## config.mk

```make
export PLATFORM = sky130hd
export DESIGN_NAME = mips_sequencer
export DESIGN_NICKNAME = d
export VERILOG_FILES = /design/src/rtl/mips_pkg.sv /design/src/rtl/mips_phase_step.sv /design/src/rtl/mips_ramp_scale.sv /design/src/rtl/mips_sequencer.sv
export SDC_FILE = /design/constraint.sdc
export NUM_CORES = 1
export LEC_CHECK = 0
export BUFFER_PORTS_ARGS = -buffer_cell sky130_fd_sc_hd__buf_2
export CAP_MARGIN = 20
export CORE_AREA = 5 5 299 301
export CTS_CLUSTER_DIAMETER = 30
export DETAILED_ROUTE_END_ITERATION = 10
export DIE_AREA = 0 0 304 306
export MAX_ROUTING_LAYER = met4
export PLACE_DENSITY = 0.7
export SYNTH_ARGS = -nofsm -noshare
export SYNTH_HDL_FRONTEND = slang
export SYNTH_HIERARCHICAL = 1
export SYNTH_SLANG_ARGS = --single-unit
```

## constraint.sdc

```tcl
create_clock -name clock_i -period 27.2 [get_ports clock_i]
set_clock_uncertainty 0.05 [all_clocks]
set_input_delay 2.72 -clock clock_i [delete_from_list [all_inputs] [get_ports clock_i]]
set_output_delay 2.72 -clock clock_i [all_outputs]
set_load 0.01 [all_outputs]
```

## src/rtl/mips_pkg.sv

```systemverilog
package mips_pkg;
	// Channel count and counter widths
	localparam int          NUM_CH         = 6;
	localparam int          CNT_W          = 12;
	localparam logic [2:0]  DEFAULT_PHASES = 3'h6;
	localparam logic [2:0]  NO_PHASES      = 3'h0;

	// Register map on the configuration port
	localparam logic [7:0]  ADDR_PHASE_DROP  = 8'hD2;
	localparam logic [7:0]  ADDR_SHED_CTRL   = 8'hD4;
	localparam logic [7:0]  ADDR_STATUS      = 8'hD6;
	localparam logic [1:0]  PHASE_DROP_RST   = 2'h0;
	localparam logic [1:0]  SHED_CTRL_RST    = 2'h0;
	localparam int          SHED_DIS_BIT     = 2;
	localparam int          MID_MODE_BIT     = 0;
	localparam int          DROP_MIN_BIT     = 0;
	localparam int          DROP_COUPLED_BIT = 1;

	// Timing: strap settle time and soft-start delay
	localparam int          CLK_MHZ          = 25;
	localparam int          STRAP_SETTLE_NS  = 200;
	localparam int          SOFT_DELAY_US    = 100;
	localparam int          STRAP_CYC = (STRAP_SETTLE_NS * CLK_MHZ + 999) / 1000;
	localparam int          DELAY_CYC = SOFT_DELAY_US * CLK_MHZ;
	localparam logic [11:0] STRAP_CYC_W      = 12'(STRAP_CYC);
	localparam logic [11:0] DELAY_CYC_W      = 12'(DELAY_CYC);

	// Feed-forward ramp: input code that stands for the 12 V reference
	localparam logic [7:0]  VIN_REF_CODE     = 8'hC0;

	// Phase drop modes
	typedef enum logic [1:0] {
		STANDARD_MIN_ONE_PHASE = 2'h0,
		STANDARD_MIN_TWO_PHASE = 2'h1,
		COUPLED_MIN_ONE_PHASE  = 2'h2,
		COUPLED_MIN_TWO_PHASE  = 2'h3
	} mips_drop_mode_t;

	// One tri-level output pin: drive enable, logic level, mid level
	typedef struct packed {
		logic oe;
		logic level;
		logic mid;
	} mips_pin_t;
endpackage : mips_pkg

```

## src/rtl/mips_phase_step.sv

```systemverilog
module mips_phase_step
	import mips_pkg::*;
(
	input  wire logic                        clock_i,
	input  wire logic                        rst_n_i,
	input  wire logic [CNT_W-1:0]            period_i,  // Cycle length in clocks
	input  wire logic [2:0]                  count_i,   // Channels sharing the cycle
	output logic      [NUM_CH-1:0][CNT_W-1:0] offset_o  // Start offset per rank
);
	// Divide by a small count through fixed divisors
	function automatic logic [CNT_W+2:0] div_n(input logic [CNT_W+2:0] x,
	                                            input logic [2:0] n);
		unique case (n)
			3'h2:    div_n = (CNT_W+3)'(x / 2);
			3'h3:    div_n = (CNT_W+3)'(x / 3);
			3'h4:    div_n = (CNT_W+3)'(x / 4);
			3'h5:    div_n = (CNT_W+3)'(x / 5);
			3'h6:    div_n = (CNT_W+3)'(x / 6);
			default: div_n = x;
		endcase
	endfunction

	// Rank r starts r/N of a cycle after rank zero
	for (genvar r = 0; r < NUM_CH; r++) begin : g_rank
		logic [CNT_W+2:0] scaled; // Rank times period
		assign scaled = (CNT_W+3)'(r) * (CNT_W+3)'(period_i);
		always_ff @(posedge clock_i or negedge rst_n_i) begin
			if (!rst_n_i) begin
				offset_o[r] <= '0;
			end else begin
				offset_o[r] <= CNT_W'(div_n(scaled, count_i));
			end
		end
	end
endmodule // mips_phase_step

```

## src/rtl/mips_ramp_scale.sv

```systemverilog
module mips_ramp_scale
	import mips_pkg::*;
(
	input  wire logic       clock_i,
	input  wire logic       rst_n_i,
	input  wire logic [7:0] vin_code_i,   // Input voltage sense code
	input  wire logic [7:0] adj_code_i,   // Ramp adjust setting
	output logic      [7:0] ramp_amp_o    // Scaled ramp up-slope amplitude
);
	logic [15:0] prod;                    // Input times adjust
	logic [15:0] quot;                    // Product over reference code

	// Constant divisor keeps this a fixed reciprocal, not a divider loop
	always_comb begin
		prod = 16'(vin_code_i) * 16'(adj_code_i);
		quot = prod / 16'(VIN_REF_CODE);
	end

	// Saturate so a high input cannot wrap the amplitude to small values
	always_ff @(posedge clock_i or negedge rst_n_i) begin
		if (!rst_n_i) begin
			ramp_amp_o <= 8'h00;
		end else if (quot > 16'h00FF) begin
			ramp_amp_o <= 8'hFF;
		end else begin
			ramp_amp_o <= quot[7:0];
		end
	end
endmodule // mips_ramp_scale

```

## src/rtl/mips_sequencer.sv

```systemverilog
// Summary of operation
// Space active channels symmetrically across cycle
// Each pulse ends 1/N after previous
// Leading and trailing edges move independently
// Large load step fires all phases together
// Pulses spread evenly over active phases
// Ramp amplitude equals input times adjust/12V
// Steady state is trailing-edge modulation; code moves the leading edge with duty, pulse end fixed at local wrap
// Cycle is pulse end to pulse end
// No strap means six active channels
// Output N+1 tied high selects N phases
// Fire channels 1..N, spaced 1/N cycle
// Pin two high: one phase; one: off
// Shedding begins on next switching cycle
// Assist restores all configured phases immediately
// Coupled pair runs 180 degrees apart
// Dropped coupled phase low while phase one high
// Low power keeps channel one plus partner
// Two-bit drop field picks inductor, minimum count
// Idle outputs mid level in delay, shed, fault
// Mid level selectable for 3.3V or 5V
// Operational needs POR, both enables, valid VID
// Drop field and pin select coupling behaviour
// Grounded pin or control bit disables shedding
// Strap sampled once before soft start, held
module mips_sequencer
	import mips_pkg::*;
(
	input  wire logic                 clock_i,
	input  wire logic                 rst_n_i,
	// Supply and enable status
	input  wire logic                 por_ok_i,               // Supply above power-on reset
	input  wire logic                 thermal_enable_input_i, // Thermal enable pin high
	input  wire logic                 power_enable_input_i,   // Power enable pin high
	input  wire logic                 vid_valid_i,            // Voltage code valid
	input  wire logic                 fault_i,                // Overcurrent or overvoltage
	// Modulator controls
	input  wire logic [CNT_W-1:0]     period_i,       // Clocks per switching cycle
	input  wire logic [CNT_W-1:0]     duty_i,         // Steady-state on time
	input  wire logic [CNT_W-1:0]     lead_adv_i,     // Leading edge advance
	input  wire logic [CNT_W-1:0]     trail_ext_i,    // Trailing edge extension
	input  wire logic                 assist_i,       // Large load step detected
	input  wire logic                 light_load_i,   // Light load detected
	input  wire logic                 shed_pin_gnd_i, // Shedding threshold pin grounded
	input  wire logic [7:0]           input_voltage_sense_i,
	input  wire logic [7:0]           ramp_adjust_setting_i,
	// Register port
	input  wire logic                 reg_wr_i,       // Write strobe
	input  wire logic                 reg_rd_i,       // Read strobe
	input  wire logic [7:0]           reg_addr_i,     // Register offset
	input  wire logic [7:0]           reg_wdata_i,    // Write data
	output logic      [7:0]           reg_rdata_o,    // Read data, one cycle later
	// Output pins, each sensed for straps before start
	input  wire logic [NUM_CH-1:0]    pwm_in_i,       // Sensed pin levels
	output mips_pin_t [NUM_CH-1:0]    pwm_o,          // Pin drive
	output logic                      mid_sel_o,      // Mid level: 1 = 5 V, 0 = 3.3 V
	output logic      [7:0]           ramp_amp_o,     // Feed-forward ramp amplitude
	output logic      [2:0]           phase_count_o   // Configured phase count
);
	typedef enum logic [1:0] {ST_SENSE, ST_DELAY, ST_RUN, ST_OFF} mips_state_t;

	mips_state_t                  state_ff;        // Sequencer state
	logic [11:0]                  tmr_ff;          // Settle and delay timer
	logic [2:0]                   nphase_ff;       // Strapped phase count
	logic [1:0]                   drop_cfg_ff;     // Phase drop field
	logic [1:0]                   shed_ctrl_ff;    // Bit 1: shed disable, bit 0: mid mode
	logic [CNT_W-1:0]             cnt_ff;          // Switching cycle counter
	logic                         shed_ff;         // Shedding in force
	logic [2:0]                   nxt_nphase;      // Count decoded from straps
	logic                         operational;     // All enables present
	logic                         wrap;            // Last clock of the cycle
	logic                         shed_ok;         // Shedding permitted
	logic                         coupled;         // Two-phase coupled mode
	logic                         min_two;         // Two-phase minimum
	logic [2:0]                   partner;         // Second channel index when shed
	logic [2:0]                   active_cnt;      // Channels sharing the cycle
	logic [NUM_CH-1:0][CNT_W-1:0] offset;          // Offset per rank
	logic [CNT_W:0]               duty_eff;        // Duty plus leading advance
	mips_pin_t [NUM_CH-1:0]       nxt_pin;         // Next pin drive

	// Operational only with supply, both enables and a valid voltage code
	assign operational = por_ok_i && thermal_enable_input_i
	                     && power_enable_input_i && vid_valid_i;

	// Lowest strapped pin sets the count; no strap means six phases
	always_comb begin
		nxt_nphase = DEFAULT_PHASES;
		for (int i = NUM_CH - 1; i >= 0; i--) begin
			if (pwm_in_i[i]) begin
				nxt_nphase = 3'(i);
			end
		end
	end

	// Sequencer: sense straps, soft-start delay, run; restart on disable
	always_ff @(posedge clock_i or negedge rst_n_i) begin
		if (!rst_n_i) begin
			state_ff <= ST_SENSE;
		end else if (!operational) begin
			state_ff <= ST_SENSE;
		end else begin
			unique case (state_ff)
				ST_SENSE: if (tmr_ff == STRAP_CYC_W) begin
					state_ff <= (nxt_nphase == NO_PHASES) ? ST_OFF : ST_DELAY;
				end
				ST_DELAY: if (tmr_ff == DELAY_CYC_W) begin
					state_ff <= ST_RUN;
				end
				ST_RUN:   state_ff <= ST_RUN;
				ST_OFF:   state_ff <= ST_OFF;
			endcase
		end
	end

	// Timer restarts at the end of sensing and on disable; held at zero in run and off
	always_ff @(posedge clock_i or negedge rst_n_i) begin
		if (!rst_n_i) begin
			tmr_ff <= 12'h000;
		end else if (!operational
		             || (state_ff == ST_SENSE && tmr_ff == STRAP_CYC_W)
		             || state_ff == ST_RUN || state_ff == ST_OFF) begin
			tmr_ff <= 12'h000;
		end else begin
			tmr_ff <= tmr_ff + 12'h001;
		end
	end

	// Strap caught once, at the end of sensing, held until restart
	always_ff @(posedge clock_i or negedge rst_n_i) begin
		if (!rst_n_i) begin
			nphase_ff <= DEFAULT_PHASES;
		end else if (state_ff == ST_SENSE && tmr_ff == STRAP_CYC_W) begin
			nphase_ff <= nxt_nphase;
		end
	end

	// Register writes; unmapped offsets are ignored
	always_ff @(posedge clock_i or negedge rst_n_i) begin
		if (!rst_n_i) begin
			drop_cfg_ff  <= PHASE_DROP_RST;
			shed_ctrl_ff <= SHED_CTRL_RST;
		end else if (reg_wr_i && reg_addr_i == ADDR_PHASE_DROP) begin
			drop_cfg_ff <= reg_wdata_i[1:0];
		end else if (reg_wr_i && reg_addr_i == ADDR_SHED_CTRL) begin
			shed_ctrl_ff <= {reg_wdata_i[SHED_DIS_BIT], reg_wdata_i[MID_MODE_BIT]};
		end
	end

	// Read data; status shows shedding and the strapped count
	always_ff @(posedge clock_i or negedge rst_n_i) begin
		if (!rst_n_i) begin
			reg_rdata_o <= 8'h00;
		end else if (reg_rd_i) begin
			unique case (reg_addr_i)
				ADDR_PHASE_DROP: reg_rdata_o <= {6'h00, drop_cfg_ff};
				ADDR_SHED_CTRL:  reg_rdata_o <= {5'h00, shed_ctrl_ff[1], 1'b0,
				                                shed_ctrl_ff[0]};
				ADDR_STATUS:     reg_rdata_o <= {shed_ff, state_ff, 2'h0, nphase_ff};
				default:         reg_rdata_o <= 8'h00;
			endcase
		end
	end

	// Mode decode from the drop field and the threshold pin
	assign coupled = drop_cfg_ff[DROP_COUPLED_BIT];
	assign min_two = drop_cfg_ff[DROP_MIN_BIT];
	assign shed_ok = !shed_pin_gnd_i && !shed_ctrl_ff[1] && !assist_i;

	// Coupled pair is channels one and two; otherwise partner follows count
	assign partner = (coupled || nphase_ff < 3'h4) ? 3'h1 : 3'h2;

	// Shedding only begins at the cycle boundary; assist, a grounded pin or the disable bit clear it at once
	always_ff @(posedge clock_i or negedge rst_n_i) begin
		if (!rst_n_i) begin
			shed_ff <= 1'b0;
		end else if (state_ff != ST_RUN || !shed_ok) begin
			shed_ff <= 1'b0;
		end else if (wrap) begin
			shed_ff <= light_load_i && (nphase_ff > (min_two ? 3'h2 : 3'h1));
		end
	end

	// Count of channels sharing the cycle sets the spacing
	assign active_cnt = shed_ff ? (min_two ? 3'h2 : 3'h1) : nphase_ff;

	mips_phase_step u_step (
		.clock_i  (clock_i),
		.rst_n_i  (rst_n_i),
		.period_i (period_i),
		.count_i  (active_cnt),
		.offset_o (offset)
	);

	mips_ramp_scale u_ramp (
		.clock_i    (clock_i),
		.rst_n_i    (rst_n_i),
		.vin_code_i (input_voltage_sense_i),
		.adj_code_i (ramp_adjust_setting_i),
		.ramp_amp_o (ramp_amp_o)
	);

	// Cycle counter; the cycle runs pulse end to pulse end
	assign wrap = (cnt_ff >= period_i - CNT_W'(1));
	always_ff @(posedge clock_i or negedge rst_n_i) begin
		if (!rst_n_i) begin
			cnt_ff <= '0;
		end else if (state_ff != ST_RUN || wrap) begin
			cnt_ff <= '0;
		end else begin
			cnt_ff <= cnt_ff + CNT_W'(1);
		end
	end

	// Leading advance widens the pulse at its start only
	assign duty_eff = (CNT_W+1)'(duty_i) + (CNT_W+1)'(lead_adv_i);

	// Per-channel pulse placement and tri-level drive
	for (genvar k = 0; k < NUM_CH; k++) begin : g_ch
		logic           active; // Channel fires this cycle
		logic [2:0]     rank;   // Position in the firing order
		logic [CNT_W:0] lc;     // Local count since this channel's pulse end
		logic           pulse;  // Channel high

		always_comb begin
			active = 1'b0;
			rank   = 3'h0;
			if (shed_ff) begin
				if (k == 0) begin
					active = 1'b1;
				end else if (min_two && 3'(k) == partner) begin
					active = 1'b1;
					rank   = 3'h1;
				end
			end else begin
				active = (3'(k) < nphase_ff);
				rank   = 3'(k);
			end
		end

		// Local count is the cycle count shifted back by the rank offset
		always_comb begin
			if (cnt_ff >= offset[rank]) begin
				lc = (CNT_W+1)'(cnt_ff - offset[rank]);
			end else begin
				lc = (CNT_W+1)'(cnt_ff) + (CNT_W+1)'(period_i) - (CNT_W+1)'(offset[rank]);
			end
		end

		// Pulse ends at the local wrap; extension holds it past the end
		assign pulse = (lc + duty_eff >= (CNT_W+1)'(period_i))
		               || (lc < (CNT_W+1)'(trail_ext_i));

		always_comb begin
			nxt_pin[k] = '{oe: 1'b0, level: 1'b0, mid: 1'b0};
			// Only configured pins: the strapped pin above them is tied to supply
			if ((state_ff == ST_DELAY || (state_ff == ST_RUN && fault_i))
			    && 3'(k) < nphase_ff) begin
				nxt_pin[k] = '{oe: 1'b1, level: 1'b0, mid: 1'b1};
			end else if (state_ff == ST_RUN && active) begin
				nxt_pin[k] = '{oe: 1'b1, level: pulse || assist_i, mid: 1'b0};
			end else if (state_ff == ST_RUN && shed_ff && coupled && k == 1) begin
				// Low side circulates current while phase one is high
				nxt_pin[k] = '{oe: 1'b1, level: 1'b0, mid: !nxt_pin[0].level};
			end else if (state_ff == ST_RUN && 3'(k) < nphase_ff) begin
				nxt_pin[k] = '{oe: 1'b1, level: 1'b0, mid: 1'b1};
			end
		end
	end

	// Registered pin drive and status outputs
	always_ff @(posedge clock_i or negedge rst_n_i) begin
		if (!rst_n_i) begin
			pwm_o         <= '0;
			mid_sel_o     <= 1'b0;
			phase_count_o <= DEFAULT_PHASES;
		end else begin
			pwm_o         <= nxt_pin;
			mid_sel_o     <= shed_ctrl_ff[0];
			phase_count_o <= nphase_ff;
		end
	end
endmodule // mips_sequencer

```

* Word level (Yosys, flattened, before mapping)
Cells that the tools add are included.
W data, S select, Z words.
** Storage, ports and cells
- Input bits :: 98
- Output and inout bits :: 38
- Bits in registers :: 132
** Operators by class
- Multipliers :: 3
- Reduce and logical (&&, ||, !) cells :: 65
- Div/mod/pow operators :: 16
- Bitwise logic cells :: 1
- Magnitude comparators :: 33
- Multiplexer cells :: 81
- Add/subtract/negate cells :: 21
- Equality and inequality tests :: 21
** Operators by type and width (count)
- $pmux W12 S5 :: 5
- $bmux W12 S3 :: 5
- $div A14 B3 Y32 const B :: 4
- $mux W3 :: 29
- $mux W12 :: 7
- $add A13 B13 Y13 :: 6
- $ge A13 B12 Y1 :: 6
- $lt A13 B12 Y1 :: 6
- $mux W13 :: 6
- $ge A12 B12 Y1 :: 6
- $sub A12 B12 Y13 :: 5
- $sub A13 B12 Y13 :: 5
- $div A12 B3 Y32 const B :: 2
- $div A13 B3 Y32 const B :: 2
- $div A14 B2 Y32 const B :: 2
- $div A15 B3 Y32 const B :: 2
- $logic_and A1 B1 Y1 :: 35
- $div A12 B2 Y32 const B :: 1
- $div A13 B2 Y32 const B :: 1
- $div A15 B2 Y32 const B :: 1
- $add A12 B12 Y13 :: 2
- $add A12 B1 Y12 const B :: 2
- $eq A8 B8 Y1 const B :: 3
- $pmux W8 S3 :: 1
- 35 further kinds :: 97

* Longest topological paths before layout
Gate-level depths: netlist (run 1).
- Depth after elaboration :: 17
- Gate-level depth with buffers :: 112

* Modules after synthesis
The synthesis (run 1) kept the hierarchy.
** By module, submodules not included
- mips_phase_step :: cells each 2516, area an instance 17735.8 um^2, instances 1
- mips_sequencer :: cells each 2265, area an instance 17574.4 um^2, instances 1
- mips_ramp_scale :: cells each 367, area an instance 3109.2 um^2, instances 1

* Worst setup path after synthesis (run 1)
OpenSTA, ideal clock, no wires.
- Kind :: input to register
- Start point :: input port period_i[1]
- End point :: register u_step/offset_o[36] (netlist name)
- Stages on the path :: 107
- Arrival :: 24.039 ns
- Data required time :: 27.062 ns
- Path slack :: 3.022 ns
- Setup time :: 0.088 ns
- Buffers on the path :: 4
- Cell sequence :: clkbuf_1 -> inv_1 -> ha_1 -> a21o_1 -> a21oi_1 -> o21bai_1 -> a21oi_1 -> o21bai_1 -> a21oi_1 -> o21bai_1 -> a21oi_1 -> o21bai_1 -> a21o_1 -> xnor2_1 -> inv_1 -> ha_1 -> o21a_1 -> nor2_1 -> [... 71 more ...] -> o21ai_0 -> nand2b_1 -> a211oi_1 -> nand2_1 -> a21oi_1 -> ha_1 -> o21a_1 -> nor2_1 -> o21a_1 -> nand3_1 -> nor2_1 -> a21oi_1 -> ha_1 -> a21oi_1 -> nand2b_1 -> a21bo_2 -> o311a_1 -> a41oi_1
** On the way
- Longest elaborated chain between the ends :: 3
** Ends and longest elaborated chain
- from (decl) :: line mips_sequencer.sv:38 : input wire logic [CNT_W-1:0] period_i,
- $mul A2 B12 Y14 * :: line mips_phase_step.sv:26 : assign scaled = (CNT_W+3)'(r) * (CNT_W+3)'(period_i);
- $div A14 B3 Y32, or another cell as far along :: line mips_phase_step.sv:18 : 3'h6: div_n = (CNT_W+3)'(x / 6);
- $pmux W12 S5 * :: line mips_phase_step.sv:13 : unique case (n)
- to (signal, indexed assignment) :: line mips_phase_step.sv:31 : offset_o[r] <= CNT_W'(div_n(scaled, count_i));
- to (decl) :: line mips_phase_step.sv:8 : output logic [NUM_CH-1:0][CNT_W-1:0] offset_o
Every way passes the cells marked *; elsewhere a longest branch is shown, timed or not.
A chain may end at the register's enable or synchronous reset.

* Worst setup path after layout (run 1)
- Start point :: input port period_i[0]
- End point :: register u_step/offset_o[60] (netlist name)
** On the way
- Longest elaborated chain between the ends :: 3
** Ends and longest elaborated chain (line)
- $mul A3 B12 Y15 * :: mips_phase_step.sv:26
- $div A15 B3 Y32, or another cell as far along :: mips_phase_step.sv:18
- $pmux W12 S5 * :: mips_phase_step.sv:13
Marks and branches as above.

==> impl_metrics.py, run 1 <==
metrics = {
    "status": {
        "status": "finished, final reports clean",
    },
    "die": {
        "fp.dieW_um": 304,
        "die_area_um2": 93000,
        "io_pins": 136,
        "initial_utilization_pct": 44.5,
        "fp.dieH_um": 306,
        "fp-row-count": 108,
        "core_area_um2": 86300,
    },
    "job": {
        "drv_cap": 0,
    },
    "setup_path": {
        "reg2reg_slack_ns": 2.12,
        "max_stage_delay_ns": 0.60,
        "reg2reg_from": "shed_ff",
        "cp.arrival_ns": 25.67,
        "path_class": "in -> reg",
        "r2r-end": "u_step/offset_o[48]",
        "critPathSlowestCell": "a2111oi_2",
        "critical-path-top-delay-family": "compound AO/OA/AOI/OAI gates",
        "required_ns": 27.48,
        "worstPathMaxFanout": 19,
        "cp_num_buf_inv": 7,
        "endpoint_kind": "flop",
        "cp_num_cells": 102,
        "cp-start-kind": "input port",
        "r2r_cells": 92,
        "cpMostUsedCell": "ha_1",
    },
    "route": {
        "dr_total_vias": 38974,
        "drt_wl_total_um": 125000,
        "detail_route.iter0.violations": 3272,
        "wire_per_inst_um": 19.6,
        "routed_via_density": 6.10,
        "final_antenna_net_count": 0,
        "dr.pass1.iters": 8,
        "drcViolationCount": 0,
    },
    "cells_and_area": {
        "final_layout_size_suffix_gt1_share_pct": 8.59,
        "finish.utilization_pct": 47.6,
        "seqCellArea_um2": 3260,
        "fin_cells": 6387,
        "nFillCells": 8619,
        "nets": 5999,
        "final_cell_area_um2": 41100,
        "syn_to_final_growth_pct": 7.06,
        "multi_input_area_um2": 33400,
    },
    "synthesis": {
        "ys_seq_area_share_pct": 8.48,
        "synth_flop_cell": "dfrtp_1",
        "synth.avg_cell_area_um2": 7.46,
        "async_flop_share_pct": 100,
        "ys_warn_count": 6,
        "netlist_area_um2": 38400,
        "synth_edf_count": 0,
        "synth_cells": 5148,
        "synth_cell_type_count": 133,
        "ys_seq_elements": 130,
    },
    "cts": {
        "htreeDepth": 4,
        "cts-root-buf": "clkbuf_16",
        "cts.sinks": 130,
        "cts_hold_buf": 0,
        "cts_made_buffers": 17,
        "worstSkewPairLatency_ns": 0.45,
        "cts_tree": "done",
        "path_clk_slew_ns": 0.07,
        "cts_max_path_buffers": 2,
    },
    "worst_hold_path": {
        "min_from": "shed_ctrl_ff[0]",
        "hold_class": "reg -> reg",
        "min_to": "mid_sel_o",
        "whs_path_depth": 0,
    },
    "grt": {
        "grt_pass1_wl_um": 196000,
        "grt_pass1_vias": 35860,
        "antenna_found_initial": 3,
        "grtUsageTotal_pct": 26.3,
        "grt_overflow": 0,
        "grt_max_degree": 71,
    },
    "sta": {
        "fin_setup_tns_ns": 0,
        "worst_pin_slew_ns": 1.07,
        "fin_crit_ns": 25.39,
        "finalSetupViolations": 0,
        "fin_ws_ns": 1.81,
        "slew_viol_final": 0,
        "finalCritPeriodShare_pct": 93.3,
        "max_freq_ghz": 0.0394,
        "maxSlewHeadroom_pct": 28.8,
        "rsz0062_at_grt": "false",
        "finalHoldViolCount": 0,
    },
    "pwr": {
        "leakagePower_nw": 18.7,
        "vdd_drop_max_mv": 0.142,
        "p_per_area_nw_per_um2": 129,
    },
    "placement": {
        "dp.cells": 6348,
        "dp_hpwl_um": 100000,
        "place.port_buffers": 128,
        "dpl_cell_area_um2": 40400,
        "gp_congestion": 0.982,
        "place_ws_ns": 0.774,
    },
}
-- per-stage QoR --
step                hold WS [ns]  power (W)
floorplan                  0.312    0.00400
global placement           0.352    0.00483
detailed placement         0.337    0.00490
CTS                        0.365    0.00518
global route               0.380    0.00583
finish                     0.369    0.00529
-- timing repair --
action                                  in CTS  in global routing
endpoints found under the setup margin       0                  3
buffers inserted                             0                  5
resized for setup                            0                  9
-- placed cells by master (no fill, tap or decap), types with 25 or more instances in the layout --
master      n
ha_1      626
o211ai_1   58
nor3_1    150
buf_2     127
inv_1     334
nor2_1    415
o31ai_1    49
dfrtp_1   125
o21bai_1   49
o21ai_0   340
a21boi_0   25
a22oi_1    29
nand4_1    51
or2_2      51
nand2_1   383
o21ai_1    32
and2_1     93
a211oi_1   51
xnor2_1   232
o22ai_1    32
o21a_1     91
mux2i_1   112
and3_1     56
a21o_1    113
nand2b_1   95
nand3_1   123
or3_1      47
fa_1       58
buf_4      71
a21oi_1   437
nor2b_1    87
a31oi_1    54
mux2_2     39
xor2_1     98
-- Yosys cell counts (all sizes together) (30+ instances only) --
master	instances	area share, %
xor2	100	2.3
o31ai	52	1.1
o21bai	49	0.96
and3	56	0.91
inv	336	3.3
mux2	45	1.4
and2	93	1.5
a21oi	438	5.7
nor2	421	4.2
nand2	385	3.8
xnor2	236	5.4
a21boi	31	0.61
or2	57	0.93
o21ai	376	4.9
or3	47	0.77
mux2i	115	3.0
nand3	124	1.6
a211oi	61	1.4
nand4	51	0.83
nand2b	95	1.5
o21a	92	1.8
nor2b	88	1.4
a21o	113	2.2
nor3	157	2.1
clkbuf	126	1.2
a31oi	56	0.93
dfrtp	126	8.2
o22ai	33	0.55
o211ai	60	1.2
ha	626	20
a22oi	30	0.60
buf	35	0.53
fa	58	3.0
-- where the power goes --
part,internal [W],total [W],switching [W]
clock network,0.000152,0.000249,0.0000972
registers,0.000214,0.000222,0.00000801
logic,0.00189,0.00482,0.00293
-- flip-flops by register name (all words and copies together) (netlist names), 3 cells and up --
name and cells:
u_ramp/ramp_amp_o 8, cnt_ff 12, nphase_ff 3, pwm_o 18
reg_rdata_o 6, tmr_ff 12, u_step/offset_o 60, phase_count_o 3
-- worst max-delay path by stage --
| stage | from | endpoint | slack (ns) |
|---|---|---|---|
| 2_1_floorplan | period_i[1] | u_step/offset_o[36] | 3.02 |
| 3_3_place_gp | period_i[1] | u_step/offset_o[36] | 1.17 |
| 3_5_place_dp | period_i[1] | u_step/offset_o[36] | 0.77 |
| 4_1_cts | period_i[1] | u_step/offset_o[36] | 1.13 |
| 5_1_grt | period_i[1] | u_step/offset_o[36] | 0.03 |
| 6_report | period_i[0] | u_step/offset_o[60] | 1.81 |
-- logic make-up (layout without fill, tap and decap cells) --
| kind of cell | Yosys count | after routing | share of synthesized area, % |
|---|---|---|---|
| buffers and inverters | 498 | 568 | 5.06 |
| AOI/OAI and AO/OA | 1644 | 1644 | 28.5 |
| other | 2 | 16 | 0.0195 |
| xor gates and xnor gates | 337 | 337 | 7.82 |
| muxes | 161 | 161 | 4.42 |
| and+or+nand+nor | 1683 | 1683 | 22.0 |
| DFF | 130 | 130 | 8.48 |
| adders and majority gates | 693 | 693 | 23.7 |
-- layout make-up --
type,instances,share of cell area (%)
tap,1155,3.51
inverter,337,3.08
clock buffer,20,1.13
timing repair buffer,199,2.87
clock inverter,12,0.377
sequential,130,7.93
antenna,2,0.0122
multi-input combinational,4532,81.1
-- routing by layer --
layer  global-route usage [%]  share of wire [%]  vias to the layer above
met4                     8.57                3.7                        0
met3                     3.19                7.6                      238
met5                        -                  0                        -
li1                         -                  -                    19091
met2                     41.4                 44                     1402
met1                     35.3                 45                    18243
(Power assumes the default switching activity.)
==> run 2: changes to the inputs <==
RECOVER_POWER = 50   (was not set)
SLEW_MARGIN = 20   (was not set)
==> impl_metrics.py, run 2 (synthesis gave the netlist of run 1 again) <==
metrics = {
    "cells_and_area": {
        "final_cell_area_um2": 41100,
        "regMostFlops": "u_step/offset_o",
        "nFillCells": 8643,
        "largestRegisters": "u_step/offset_o: 60 flops, pwm_o: 18 flops",
        "layout_common_cells": "ha_1, a21oi_1, nor2_1",
        "nets": 5999,
        "final_common_cell": "ha_1",
        "syn_to_final_growth_pct": 6.90,
        "largest_reg_flops": 60,
        "final_layout_size_suffix_gt1_share_pct": 7.76,
    },
    "sta": {
        "rsz0062_at_grt": "false",
        "finalHoldViolCount": 0,
        "finalSetupViolations": 0,
        "fin_setup_tns_ns": 0,
        "worst_pin_slew_ns": 3.64,
        "fin_crit_ns": 25.36,
        "maxSlewHeadroom_pct": -142,
        "slew_viol_final": 133,
        "max_freq_ghz": 0.0394,
        "finalCritPeriodShare_pct": 93.2,
    },
    "cts": {
        "cts_tree": "done",
        "cts_made_buffers": 17,
        "path_clk_slew_ns": 0.07,
        "worstSkewPairLatency_ns": 0.45,
        "cts-root-buf": "clkbuf_16",
        "cts.sinks": 130,
        "htreeDepth": 4,
        "cts_max_path_buffers": 2,
    },
    "job": {
        "drv_cap": 2,
    },
    "die": {
        "die_area_um2": 93000,
        "fp.dieW_um": 304,
        "fp.dieH_um": 306,
        "io_pins": 136,
        "initial_utilization_pct": 44.5,
        "fp-row-count": 108,
        "core_area_um2": 86300,
    },
    "setup_path": {
        "cpMostUsedCell": "ha_1",
        "critPathLaunch": "period_i[0]",
        "reg2reg_from": "shed_ff",
        "critPathSlowestCell": "a2111oi_2",
        "path_class": "in -> reg",
        "cp-start-kind": "input port",
        "endpoint_kind": "flop",
        "required_ns": 27.48,
        "worstPathMaxFanout": 19,
        "max_stage_delay_ns": 0.60,
        "cp.arrival_ns": 25.64,
    },
    "grt": {
        "grt_pass1_wl_um": 196000,
        "grt_overflow": 0,
        "grt_pass1_vias": 35860,
        "grtUsageTotal_pct": 26.3,
        "antenna_found_initial": 3,
        "grt_max_degree": 71,
    },
    "status": {
        "status": "finished with violations",
        "violations": "DRC, capacitance limit, slew limit",
    },
    "placement": {
        "gp_congestion": 0.982,
        "dpl_cell_area_um2": 40400,
        "place.port_buffers": 128,
        "dp_hpwl_um": 100000,
    },
    "worst_hold_path": {
        "hold_class": "reg -> reg",
        "min_from": "shed_ctrl_ff[0]",
    },
    "pwr": {
        "p_per_area_nw_per_um2": 129,
        "leakagePower_nw": 18.6,
        "p_total_w": 0.00530,
        "vdd_drop_max_mv": 0.142,
    },
    "route": {
        "dr_total_vias": 38990,
        "drt_wl_total_um": 125000,
        "routed_via_density": 6.10,
        "final_antenna_net_count": 0,
        "wire_per_inst_um": 19.6,
        "dr.pass1.iters": 9,
        "drcViolationCount": 1,
        "detail_route.iter0.violations": 3253,
    },
}
## run 2: through the flow
| stage | hold slack (ns) | setup slack (ns) | util [%] | cells |
|---|---|---|---|---|
| finish | 0.369 | 1.84 | 47.6 | 6387 |
| global route | 0.380 | 0.0290 | 47.6 | 6387 |
| CTS | 0.365 | 1.13 | 47.5 | 6380 |
| detailed placement | 0.337 | 0.774 | 46.8 | 6348 |
| global placement | 0.352 | 1.17 | 46.8 | 6348 |
| floorplan | 0.312 | 3.02 | - | 5160 |
## run 2: what timing repair did
item                       4_1_cts  5_1_grt
hold buffers                     0        0
gates resized for setup          0        9
setup buffers                    0        5
setup endpoints to repair        0        3
## run 2: power by group
group	leakage (nW)	internal [W]	switching [W]
clock network	0.302	0.000152	0.0000967
registers	1.64	0.000214	0.00000825
logic	16.6	0.00189	0.00294
## run 2: area by class of cell
cell class	instances	area, um^2	area share (%)
Multi-Input combinational cell	4532	33400	81.2
Sequential cell	130	3260	7.94
Tap cell	1155	1450	3.52
Inverter	337	1260	3.08
Timing Repair Buffer	199	1120	2.73
Clock buffer	20	467	1.14
Clock inverter	12	155	0.378
Antenna cell	2	5.00	0.0122
## run 2: final timing paths
kind,endpoint,cells after the start,slack [ns]
max,u_step/offset_o[60],103,1.84
min,mid_sel_o,0,0.37
max reg2reg,u_step/offset_o[48],92,2.19
min reg2reg,mid_sel_o,0,0.37
max in group asynchronous,u_step/offset_o[51],2,18.92
min in group asynchronous,pwm_o[11],1,3.46
## run 2: critical path, delay by kind of cell
kind	cells	cell delay, ns
AO/OA/AOI/OAI	39	8.67
AND/OR/NAND/NOR	30	5.43
adder cells (fa/ha/maj)	16	4.80
XOR/XNOR	8	1.82
multiplexers	3	1.08
buffers and inverters	7	1.01
## run 2: metal layers
metal / global-route usage [%] / up-vias / part of all wire (%)
met5: - / - / 0
met4: 8.57 / 0 / 3.7
met3: 3.19 / 242 / 8.1
met2: 41.4 / 1451 / 44
met1: 35.3 / 18209 / 44
li1: - / 19088 / -
